$ cat config.mk
export PLATFORM = sky130hd
export DESIGN_NAME = ees_i2c_slave
export DESIGN_NICKNAME = d
export VERILOG_FILES = /design/src/rtl/ees_pkg.sv /design/src/rtl/ees_i2c_slave.sv /design/src/rtl/ees_sync.sv /design/src/rtl/ees_fifo.sv
export SDC_FILE = /design/constraint.sdc
export NUM_CORES = 1
export LEC_CHECK = 0
export BUFFER_PORTS_ARGS = -buffer_cell sky130_fd_sc_hd__buf_2
export CAP_MARGIN = 15
export CORE_MARGIN = 4
export CORE_UTILIZATION = 40
export DETAILED_ROUTE_END_ITERATION = 12
export GPL_TIMING_DRIVEN = 0
export SLEW_MARGIN = 25
export SYNTH_ARGS = -nofsm -noshare
export SYNTH_HDL_FRONTEND = slang
export SYNTH_HIERARCHICAL = 1
export SYNTH_SLANG_ARGS = --single-unit
$ cat constraint.sdc
create_clock -name core_clk_i -period 4.1 [get_ports core_clk_i]
set_clock_uncertainty 0.1 [all_clocks]
set_input_delay 0.615 -clock core_clk_i [delete_from_list [all_inputs] [get_ports core_clk_i]]
set_output_delay 0.615 -clock core_clk_i [all_outputs]
set_load 0.005 [all_outputs]
$ cat src/rtl/ees_pkg.sv
/*
  Shared constants of the two-wire EEPROM slave read and write paths: device type
  codes, address layout, write-cycle timing and the protocol states.
  Assumes a 25 MHz core clock; all users import the whole package.
*/
package ees_pkg;

  localparam logic [3:0]  DEV_TYPE_MAIN         = 4'hA;
  localparam logic [3:0]  DEV_TYPE_ID           = 4'hB;
  localparam logic [3:0]  BYTE_BITS             = 4'h8;
  localparam int          ADDR_W                = 16;
  localparam int          PAGE_BITS             = 7;
  localparam int          ID_LOCK_SELECT_BIT    = 10;
  localparam int          LOCK_DATA_BIT         = 1;
  localparam int          LATCH_W               = 1 + ADDR_W + 8;
  localparam int          LATCH_ID_POS          = LATCH_W - 1;
  localparam int unsigned LATCH_FIFO_DEPTH      = 32;
  localparam int unsigned CLK_PERIOD_NS         = 40;
  localparam int unsigned INTERNAL_WRITE_TIME_NS = 3000000;
  localparam int unsigned INTERNAL_WRITE_TIME_CYC =
    INTERNAL_WRITE_TIME_NS / CLK_PERIOD_NS;
  localparam logic [5:0]  SYNC_RST              = 6'h03;

  typedef enum logic [5:0] {
    ST_IDLE    = 6'h01,
    ST_DEVADDR = 6'h02,
    ST_ADDRH   = 6'h04,
    ST_ADDRL   = 6'h08,
    ST_WDATA   = 6'h10,
    ST_RDATA   = 6'h20
  } ees_state_t;

endpackage : ees_pkg

$ cat src/rtl/ees_i2c_slave.sv
/*
  Two-wire slave of a paged EEPROM: start/stop detection, device address
  match, word address, page and identification page writes, reads, lock,
  write protect and the self-timed write cycle with acknowledge polling.
  Assumes the bus pins arrive asynchronously, a memory outside that takes
  page-latch loads and a commit pulse, and answers reads combinationally.
*/
// Behaviour
// - data moves only while clock low
// - falling data, clock high: start
// - rising data, clock high: stop, standby
// - ack each accepted byte on ninth clock
// - standby at power-up and after operations
// - address word 1010, selects, direction bit
// - compare select bits with strap inputs
// - direction one reads, zero writes
// - ack on match, else back to standby
// - protect pin high blocks array writes
// - 512 pages of 128, 16-bit address
// - byte write: two address bytes, data
// - stop starts 3 ms cycle, inputs ignored
// - page write up to 128 bytes
// - only low seven address bits increment (reads step the whole 16-bit address)
// - ID page writes use type 1011
// - locked ID page: no data acks (lock-select bytes are still acked)
// - polling acked only after cycle ends
// - sample on rise, drive after fall
// - data line driven low only
// - lock byte write sets permanent lock (srst_i clears it)
`timescale 1ns/100ps
module ees_i2c_slave
  import ees_pkg::*;
#(
  parameter int unsigned WR_CYC     = INTERNAL_WRITE_TIME_CYC,
  parameter int unsigned FIFO_DEPTH = LATCH_FIFO_DEPTH
)(
  input  logic              core_clk_i,
  input  logic              srst_i,
  input  logic              scl_i,
  input  logic              sda_i,
  output logic              sda_o,
  output logic              sda_oe_o,
  input  logic [2:0]        chip_select_straps_i,
  input  logic              write_protect_pin_i,
  output logic [ADDR_W-1:0] rd_addr_o,
  output logic              rd_id_o,
  input  logic [7:0]        rd_data_i,
  output logic              ld_valid_o,
  input  logic              ld_ready_i,
  output logic              ld_id_o,
  output logic [ADDR_W-1:0] ld_addr_o,
  output logic [7:0]        ld_data_o,
  output logic              commit_o,
  output logic              busy_o,
  output logic              standby_o,
  output logic              id_locked_o
);

  localparam int TMR_W = $clog2(WR_CYC + 1);

  if (WR_CYC < 1 || FIFO_DEPTH < 2)
  begin : g_chk
    $error("ees_i2c_slave: WR_CYC must be >= 1 and FIFO_DEPTH >= 2");
  end

  function automatic logic dev_match(input logic [7:0] w, input logic [2:0] cs);
    dev_match = (w[7:4] == DEV_TYPE_MAIN || w[7:4] == DEV_TYPE_ID)
                && w[3:1] == cs;
  endfunction : dev_match

  logic              scl_s;
  logic              sda_s;
  logic              wp_s;
  logic [2:0]        cs_s;
  logic              scl_d_q;
  logic              sda_d_q;
  logic              scl_rise;
  logic              scl_fall;
  logic              start_w;
  logic              stop_w;
  logic              byte_end_w;
  ees_state_t        st_q;
  logic [3:0]        cnt_q;
  logic              ackph_q;
  logic [7:0]        sh_q;
  logic [7:0]        tx_q;
  logic              oe_q;
  logic              sda_q;
  logic [ADDR_W-1:0] addr_q;
  logic              id_sel_q;
  logic              mack_q;
  logic              pend_q;
  logic              lockrq_q;
  logic              push_q;
  logic [LATCH_W-1:0] fin_q;
  logic              fin_ready;
  logic              fout_valid;
  logic              fout_ready;
  logic [LATCH_W-1:0] fout_data;
  logic              ld_valid_q;
  logic [LATCH_W-1:0] ld_q;
  logic              busy_q;
  logic              drain_q;
  logic [TMR_W-1:0]  tmr_q;
  logic              commit_q;
  logic              lockarm_q;
  logic              locked_q;
  logic              standby_q;

  ees_sync #(
    .W   (6),
    .RST (SYNC_RST)
  ) u_sync (
    .core_clk_i (core_clk_i),
    .srst_i     (srst_i),
    .async_i    ({chip_select_straps_i, write_protect_pin_i, sda_i, scl_i}),
    .sync_o     ({cs_s, wp_s, sda_s, scl_s})
  );

  always_ff @(posedge core_clk_i)
  begin
    if (srst_i)
    begin
      scl_d_q <= 1'b1;
      sda_d_q <= 1'b1;
    end
    else
    begin
      scl_d_q <= scl_s;
      sda_d_q <= sda_s;
    end
  end

  // A data edge while the clock stays high is a condition, never a bit
  assign start_w    = scl_s & scl_d_q & sda_d_q & ~sda_s;
  assign stop_w     = scl_s & scl_d_q & ~sda_d_q & sda_s;
  assign scl_rise   = scl_s & ~scl_d_q;
  assign scl_fall   = ~scl_s & scl_d_q;
  assign byte_end_w = scl_fall & ~ackph_q & (cnt_q == BYTE_BITS);

  // Protocol engine: bits are taken on clock rise, the line moves after fall
  always_ff @(posedge core_clk_i)
  begin
    if (srst_i)
    begin
      st_q     <= ST_IDLE;
      cnt_q    <= '0;
      ackph_q  <= 1'b0;
      sh_q     <= '0;
      tx_q     <= '0;
      oe_q     <= 1'b0;
      addr_q   <= '0;
      id_sel_q <= 1'b0;
      mack_q   <= 1'b0;
      pend_q   <= 1'b0;
      lockrq_q <= 1'b0;
      push_q   <= 1'b0;
      fin_q    <= '0;
    end
    else
    begin
      push_q <= 1'b0;
      if (start_w)
      begin
        // Any start resynchronises, which is what bus recovery relies on
        st_q     <= ST_DEVADDR;
        cnt_q    <= '0;
        ackph_q  <= 1'b0;
        oe_q     <= 1'b0;
        pend_q   <= 1'b0;
        lockrq_q <= 1'b0;
      end
      else if (stop_w)
      begin
        st_q     <= ST_IDLE;
        cnt_q    <= '0;
        ackph_q  <= 1'b0;
        oe_q     <= 1'b0;
        pend_q   <= 1'b0;
        lockrq_q <= 1'b0;
      end
      else if (scl_rise && st_q != ST_IDLE)
      begin
        if (ackph_q)
        begin
          mack_q <= sda_s;
        end
        else
        begin
          cnt_q <= cnt_q + 4'h1;
          sh_q  <= {sh_q[6:0], sda_s};
        end
      end
      else if (scl_fall && st_q != ST_IDLE)
      begin
        if (ackph_q)
        begin
          ackph_q <= 1'b0;
          cnt_q   <= '0;
          oe_q    <= 1'b0;
          if (st_q == ST_RDATA)
          begin
            if (mack_q)
            begin
              st_q <= ST_IDLE;
            end
            else
            begin
              tx_q   <= rd_data_i;
              oe_q   <= ~rd_data_i[7];
              addr_q <= addr_q + 16'h0001;
            end
          end
        end
        else if (cnt_q == BYTE_BITS)
        begin
          ackph_q <= 1'b1;
          oe_q    <= 1'b0;
          unique case (st_q)
            ST_DEVADDR:
            begin
              // While the write cycle runs the address is not acknowledged
              if (dev_match(sh_q, cs_s) && !busy_q)
              begin
                oe_q     <= 1'b1;
                id_sel_q <= sh_q[7:4] == DEV_TYPE_ID;
                mack_q   <= 1'b0;
                st_q     <= sh_q[0] ? ST_RDATA : ST_ADDRH;
              end
              else
              begin
                st_q <= ST_IDLE;
              end
            end
            ST_ADDRH:
            begin
              oe_q         <= 1'b1;
              addr_q[15:8] <= sh_q;
              st_q         <= ST_ADDRL;
            end
            ST_ADDRL:
            begin
              oe_q        <= 1'b1;
              addr_q[7:0] <= sh_q;
              st_q        <= ST_WDATA;
            end
            ST_WDATA:
            begin
              if (id_sel_q && addr_q[ID_LOCK_SELECT_BIT])
              begin
                oe_q     <= 1'b1;
                lockrq_q <= lockrq_q | sh_q[LOCK_DATA_BIT];
              end
              else if (id_sel_q && locked_q)
              begin
                st_q <= ST_IDLE;
              end
              else if (!fin_ready)
              begin
                // Latch path stalled: refuse the byte rather than lose it
                st_q <= ST_IDLE;
              end
              else
              begin
                oe_q <= 1'b1;
                addr_q[PAGE_BITS-1:0] <= addr_q[PAGE_BITS-1:0] + 7'h01;
                fin_q <= {id_sel_q, addr_q, sh_q};
                if (id_sel_q || !wp_s)
                begin
                  push_q <= 1'b1;
                  pend_q <= 1'b1;
                end
              end
            end
            ST_RDATA:
            begin
              oe_q <= 1'b0;
            end
            ST_IDLE:
            begin
              oe_q <= 1'b0;
            end
          endcase
        end
        else if (st_q == ST_RDATA)
        begin
          oe_q <= ~tx_q[3'(4'h7 - cnt_q)];
        end
      end
    end
  end

  ees_fifo #(
    .WIDTH (LATCH_W),
    .DEPTH (FIFO_DEPTH)
  ) u_fifo (
    .core_clk_i  (core_clk_i),
    .srst_i      (srst_i),
    .in_valid_i  (push_q),
    .in_ready_o  (fin_ready),
    .in_data_i   (fin_q),
    .out_valid_o (fout_valid),
    .out_ready_i (fout_ready),
    .out_data_o  (fout_data)
  );

  assign fout_ready = ~ld_valid_q | ld_ready_i;

  // Output stage keeps the latch-load port registered
  always_ff @(posedge core_clk_i)
  begin
    if (srst_i)
    begin
      ld_valid_q <= 1'b0;
      ld_q       <= '0;
    end
    else if (fout_valid && fout_ready)
    begin
      ld_valid_q <= 1'b1;
      ld_q       <= fout_data;
    end
    else if (ld_ready_i)
    begin
      ld_valid_q <= 1'b0;
    end
  end

  // Write cycle: wait for the latch path to drain, commit, then time out
  always_ff @(posedge core_clk_i)
  begin
    if (srst_i)
    begin
      busy_q    <= 1'b0;
      drain_q   <= 1'b0;
      tmr_q     <= '0;
      commit_q  <= 1'b0;
      lockarm_q <= 1'b0;
      locked_q  <= 1'b0;
    end
    else
    begin
      commit_q <= 1'b0;
      if (stop_w && (pend_q || lockrq_q) && !busy_q)
      begin
        busy_q    <= 1'b1;
        drain_q   <= 1'b1;
        lockarm_q <= lockrq_q;
      end
      else if (drain_q)
      begin
        if (!fout_valid && !ld_valid_q && !push_q)
        begin
          drain_q  <= 1'b0;
          commit_q <= 1'b1;
          tmr_q    <= '0;
        end
      end
      else if (busy_q)
      begin
        if (tmr_q == TMR_W'(WR_CYC - 1))
        begin
          busy_q <= 1'b0;
          if (lockarm_q)
          begin
            locked_q <= 1'b1;
          end
        end
        else
        begin
          tmr_q <= tmr_q + 1'b1;
        end
      end
    end
  end

  always_ff @(posedge core_clk_i)
  begin
    if (srst_i)
    begin
      standby_q <= 1'b1;
      sda_q     <= 1'b0;
    end
    else
    begin
      standby_q <= (st_q == ST_IDLE) && !busy_q;
      sda_q     <= 1'b0;
    end
  end

  assign sda_o       = sda_q;
  assign sda_oe_o    = oe_q;
  assign rd_addr_o   = addr_q;
  assign rd_id_o     = id_sel_q;
  assign ld_valid_o  = ld_valid_q;
  assign ld_id_o     = ld_q[LATCH_ID_POS];
  assign ld_addr_o   = ld_q[LATCH_ID_POS-1:8];
  assign ld_data_o   = ld_q[7:0];
  assign commit_o    = commit_q;
  assign busy_o      = busy_q;
  assign standby_o   = standby_q;
  assign id_locked_o = locked_q;

  AST_OE_AFTER_FALL: assert property (
    @(posedge core_clk_i) disable iff (srst_i)
    $changed(oe_q) |-> $past(scl_fall || start_w || stop_w))
    else $error("data line drive changed without a clock fall");

  AST_START_ADDR: assert property (
    @(posedge core_clk_i) disable iff (srst_i)
    start_w |=> st_q == ST_DEVADDR && !oe_q)
    else $error("start did not open an address phase");

  AST_STOP_STANDBY: assert property (
    @(posedge core_clk_i) disable iff (srst_i)
    stop_w && !pend_q && !lockrq_q && !busy_q |=> st_q == ST_IDLE ##1 standby_q)
    else $error("stop without write did not reach standby");

  AST_ACK_MATCH: assert property (
    @(posedge core_clk_i) disable iff (srst_i)
    byte_end_w && st_q == ST_DEVADDR && dev_match(sh_q, cs_s) && !busy_q
    |=> oe_q && ackph_q)
    else $error("matching address not acknowledged");

  AST_NACK_MISMATCH: assert property (
    @(posedge core_clk_i) disable iff (srst_i)
    byte_end_w && st_q == ST_DEVADDR && !dev_match(sh_q, cs_s)
    |=> !oe_q && st_q == ST_IDLE)
    else $error("foreign address acknowledged");

  AST_POLL_BUSY: assert property (
    @(posedge core_clk_i) disable iff (srst_i)
    byte_end_w && st_q == ST_DEVADDR && busy_q |=> !oe_q)
    else $error("address acknowledged during write cycle");

  AST_DIR_READ: assert property (
    @(posedge core_clk_i) disable iff (srst_i)
    byte_end_w && st_q == ST_DEVADDR && dev_match(sh_q, cs_s) && !busy_q
    |=> st_q == (sh_q[0] ? ST_RDATA : ST_ADDRH))
    else $error("direction bit not followed");

  AST_WP_NO_PUSH: assert property (
    @(posedge core_clk_i) disable iff (srst_i)
    push_q |-> $past(id_sel_q || !wp_s))
    else $error("protected array byte reached the latch");

  AST_PAGE_WRAP: assert property (
    @(posedge core_clk_i) disable iff (srst_i)
    push_q |-> addr_q[15:7] == $past(addr_q[15:7])
            && addr_q[6:0] == 7'($past(addr_q[6:0]) + 7'h01))
    else $error("page address did not wrap in page");

  AST_LOCK_NACK: assert property (
    @(posedge core_clk_i) disable iff (srst_i)
    byte_end_w && st_q == ST_WDATA && id_sel_q && locked_q
    && !addr_q[ID_LOCK_SELECT_BIT] |=> !oe_q)
    else $error("locked ID page byte acknowledged");

endmodule : ees_i2c_slave

$ cat src/rtl/ees_sync.sv
/*
  Two-stage synchroniser for a group of level inputs from outside the
  core clock domain. Assumes each bit changes slowly against the clock.
*/
`timescale 1ns/100ps
module ees_sync #(
  parameter int unsigned    W   = 1,
  parameter logic [W-1:0]   RST = '0
)(
  input  logic             core_clk_i,
  input  logic             srst_i,
  input  logic [W-1:0]     async_i,
  output logic [W-1:0]     sync_o
);

  logic [W-1:0] meta_q;

  // The first stage feeds only the second one
  always_ff @(posedge core_clk_i)
  begin
    if (srst_i)
    begin
      meta_q <= RST;
      sync_o <= RST;
    end
    else
    begin
      meta_q <= async_i;
      sync_o <= meta_q;
    end
  end

endmodule : ees_sync

$ cat src/rtl/ees_fifo.sv
/*
  Flip-flop FIFO with valid/ready on both sides and honest full/empty.
  Assumes DEPTH is a power of two so the pointers wrap by themselves.
*/
`timescale 1ns/100ps
module ees_fifo #(
  parameter int unsigned WIDTH = 8,
  parameter int unsigned DEPTH = 32
)(
  input  logic             core_clk_i,
  input  logic             srst_i,
  input  logic             in_valid_i,
  output logic             in_ready_o,
  input  logic [WIDTH-1:0] in_data_i,
  output logic             out_valid_o,
  input  logic             out_ready_i,
  output logic [WIDTH-1:0] out_data_o
);

  localparam int AW = $clog2(DEPTH);

  if (DEPTH < 2 || (1 << AW) != DEPTH)
  begin : g_chk
    $error("ees_fifo: DEPTH must be a power of two, at least 2");
  end

  logic [WIDTH-1:0] mem_q [DEPTH];
  logic [AW-1:0]    wr_q;
  logic [AW-1:0]    rd_q;
  logic [AW:0]      cnt_q;
  logic             push;
  logic             pop;

  assign in_ready_o  = cnt_q != (AW+1)'(DEPTH);
  assign out_valid_o = cnt_q != '0;
  assign out_data_o  = mem_q[rd_q];
  assign push        = in_valid_i & in_ready_o;
  assign pop         = out_valid_o & out_ready_i;

  always_ff @(posedge core_clk_i)
  begin
    if (push)
    begin
      mem_q[wr_q] <= in_data_i;
    end
  end

  always_ff @(posedge core_clk_i)
  begin
    if (srst_i)
    begin
      wr_q  <= '0;
      rd_q  <= '0;
      cnt_q <= '0;
    end
    else
    begin
      wr_q  <= push ? wr_q + 1'b1 : wr_q;
      rd_q  <= pop ? rd_q + 1'b1 : rd_q;
      cnt_q <= cnt_q + {{AW{1'b0}}, push} - {{AW{1'b0}}, pop};
    end
  end

endmodule : ees_fifo

==> summary.txt <==
Drt
  – TritonRoute pass-1 iters: 5
  – Via count: ~22,000
  – WL per Instance: 24.3 um
  – Total Routed Length: roughly 93,000 um
  – DRC: 0
  – Routed Antenna Nets: 0
  – Vias/cell: 5.59
  – Initial DRC Count: roughly 2,100

Critical path
  – WS Path Type: reg2reg
  – Worst stage delay on the critical path: around 800 ps
  – WP data arrival: 3570 ps
  – Buf/Inv on CP: 3
  – Critical Path Fanout Max: 17
  – Top delay family on crit path: simple AND/OR/NAND/NOR gates
  – Crit path capture type: register
  – Crit-path cells: inv_1 > ha_1 > nand4bb_1 > and2_1 > clkbuf_1 > nand2_1 > nor2_4 > buf_8
  – Crit. Startpoint: u_fifo/cnt_q[3]$_SDFF_PP0_
  – Slowest-stage cell, CP: nor2_4
  – Critical Path Start Type: register
  – Worst Path Required: 4360 ps
  – Critical R2R Launch: u_fifo/cnt_q[3]$_SDFF_PP0_

Yosys
  – Mean Syn Cell Area: roughly 16 um^2
  – Synth Register Bits: 958
  – Main synth FF type: edfxtp_1
  – Mapped Cells: around 2,300
  – Syn_nets: about 2,400
  – Yosys cell types: 74
  – Ys async rst share: 0%
  – Number of synthesized flops with an enable pin: 800
  – Ys Warns: 6
  – Sequential fraction of the synthesis area: roughly 72%
  – Mapped Area: between 0.03 and 0.04 mm^2

Die
  – Die area: 0.0992 mm^2
  – Core area: 0.0933 mm^2
  – Die Ht: about 310 um
  – Row cnt: roughly 110
  – Starting Density: between 40% and 50%
  – # IOs: 66
  – Die X: approximately 310 um

Min path
  – Hold_sp: sda_i
  – Hold WC Path Type: in2reg

Clocking
  – CTS Buf Count: 97
  – CTS Sinks: 958
  – Clk root buf: clkbuf_16
  – Resize count post-CTS: 0
  – Setup Buffers After CTS: 0
  – Worst-Skew Late Latency: ~650 ps
  – H-Tree Depth: 3
  – CTS tree: done
  – Hold Buf Count CTS: 0
  – Clock-pin transition on the worst setup and hold timing paths: roughly 60 ps
  – Max Buffers Root-to-Sink: 3

Timing
  – Final setup violation count: 0
  – Endpoints failing hold: 0
  – Pins Over Slew Limit: 0
  – RSZ-0062 raised after global routing: false
  – Relative slew slack: 18.0%
  – Final worst hold slack: 53.2 ps
  – Min cycle time layout: 3320 ps
  – Slew @ Worst Pin: between 1000 and 1500 ps
  – FMAX: 302 MHz
  – Tcrit/Tclk final: 80.9%

Global routing
  – GRT Total Usage: 18.7%
  – Overflow after GRT: 0
  – Vias in the first global route: 21,500
  – Global-route wire length before repair: 139,000 um
  – Initial antenna violation count: 0
  – Largest net degree at the start of global routing: 34

Layout
  – Fillers: ~8,000
  – Sequential cell area: ~0.027 mm^2
  – Nets: 2,547
  – P&R area growth vs syn: 16.7%
  – Multi-input gate area: roughly 0.01 mm^2
  – Final design utilization: 47.1%
  – Layout cells sized above 1: between 15 and 20%

Power and ir drop
  – Total Power: ~0.023 W
  – Peak supply drop: 0.352 mV
  – Leak: ~14 nW
  – P per Cell Area: ~530 mW/mm^2

Flow run
  – Max Cap Viol: 0

Placed design
  – Final Wtd Congestion: 0.882
  – Port Buffers: 64
  – Dpl hpwl: ~65,000 um

Run status
  – Status: complete, no violations
synth_stat cells, drive strengths merged (13+ instances only):
| master | n | share of area, % |
|---|---|---|
| o21ai | 25 | 0.33 |
| nand3 | 78 | 1.0 |
| nor2 | 95 | 0.95 |
| buf | 60 | 0.93 |
| mux2i | 221 | 5.9 |
| nor2b | 16 | 0.27 |
| mux4 | 102 | 6.1 |
| edfxtp | 800 | 64 |
| inv | 24 | 0.24 |
| nand2 | 142 | 1.4 |
| or3 | 13 | 0.22 |
| nor3 | 18 | 0.25 |
| dfxtp | 158 | 8.4 |
| clkbuf | 80 | 0.80 |
| xor2 | 13 | 0.30 |
| nand4 | 34 | 0.56 |
| a21oi | 93 | 1.2 |
| ha | 18 | 0.60 |
| a22oi | 151 | 3.0 |
registers in the layout, summed over array words and instances (netlist names), 4 cells and up, named ones only:
| register | count |
|---|---|
| tmr_q | 17 |
| ld_q | 25 |
| st_q | 6 |
| u_fifo/wr_q | 5 |
| tx_q | 8 |
| rd_addr_o | 16 |
| sh_q | 8 |
| u_fifo/cnt_q | 6 |
| u_fifo/mem_q | 800 |
| fin_q | 25 |
| u_sync/meta_q | 6 |
| u_sync/sync_o | 6 |
| u_fifo/rd_q | 5 |
| cnt_q | 4 |
stage by stage:
| stage | setup WS (ps) | setup TNS [ps] | instance area, um^2 | std cells |
|---|---|---|---|---|
| final | 784 | 0 | 44000 | 3849 |
| after global routing | 597 | 0 | 44000 | 3848 |
| after CTS | 725 | 0 | 43900 | 3848 |
| after detailed placement | 742 | 0 | 40600 | 3666 |
| after global placement | -451 | -81210 | 39600 | 3634 |
| after floorplan | 1260 | 0 | 37700 | 2316 |
logic make-up (layout without fill, tap and decap cells):
kind of cell    count (synthesis)  in the layout  synth area share, %
compound gates                335            335                 6.01
xor+xnor                       25             25                0.581
fa+ha+maj                      19             19                0.651
buf+inv                       165            443                 1.98
flops                         958            958                 72.2
mux                           325            325                 12.0
other cells                     1              2              0.00995
simple gates                  488            488                 6.58
path summary, 6_finish.rpt:
kind                                         to  slack (ps)  cells past startpoint
hold / removal      u_sync/meta_q[1]$_SDFF_PP1_          50                      2
setup / recovery  u_fifo/mem_q[2][18]$_DFFE_PP_         780                      8
setup reg to reg  u_fifo/mem_q[2][18]$_DFFE_PP_         780                      8
hold reg to reg     u_sync/sync_o[1]$_SDFF_PP1_         310                      1
layout make-up:
type	count	share of cell area [%]
plain buffers	140	1.48
well taps	1254	3.57
flip-flops and latches	958	61.9
diodes	1	0.00569
clock inverters	57	1.39
inverters	25	0.213
repair buffers	96	2.61
multi-input cells	1193	22.7
clock buffers	125	6.11
where the power goes:
| group | switching, W | total [W] | leakage [nW] | internal [W] |
|---|---|---|---|---|
| registers | 0.000129 | 0.0107 | 8.71 | 0.0106 |
| logic | 0.00210 | 0.00356 | 3.45 | 0.00146 |
| clock network | 0.00367 | 0.00900 | 1.60 | 0.00533 |
per-layer routing:
metal  track usage, %  part of all wire [%]
met3             3.04                   6.7
met1             25.7                    42
met4             4.40                   2.2
met2             31.5                    49
met5                0                     0
layout by cell type (no fill, tap or decap), types with 26 or more instances in the layout:
cell type / instances
a21oi_1: 93
buf_16: 26
nand4_1: 34
mux2i_1: 221
clkbuf_1: 97
mux4_2: 102
buf_2: 105
nor2_1: 63
nand2_1: 142
dfxtp_1: 133
nor2_4: 32
clkbuf_16: 101
edfxtp_1: 800
a22oi_1: 151
nand3_1: 78
No activity file was read; power rests on OpenSTA's default activity.
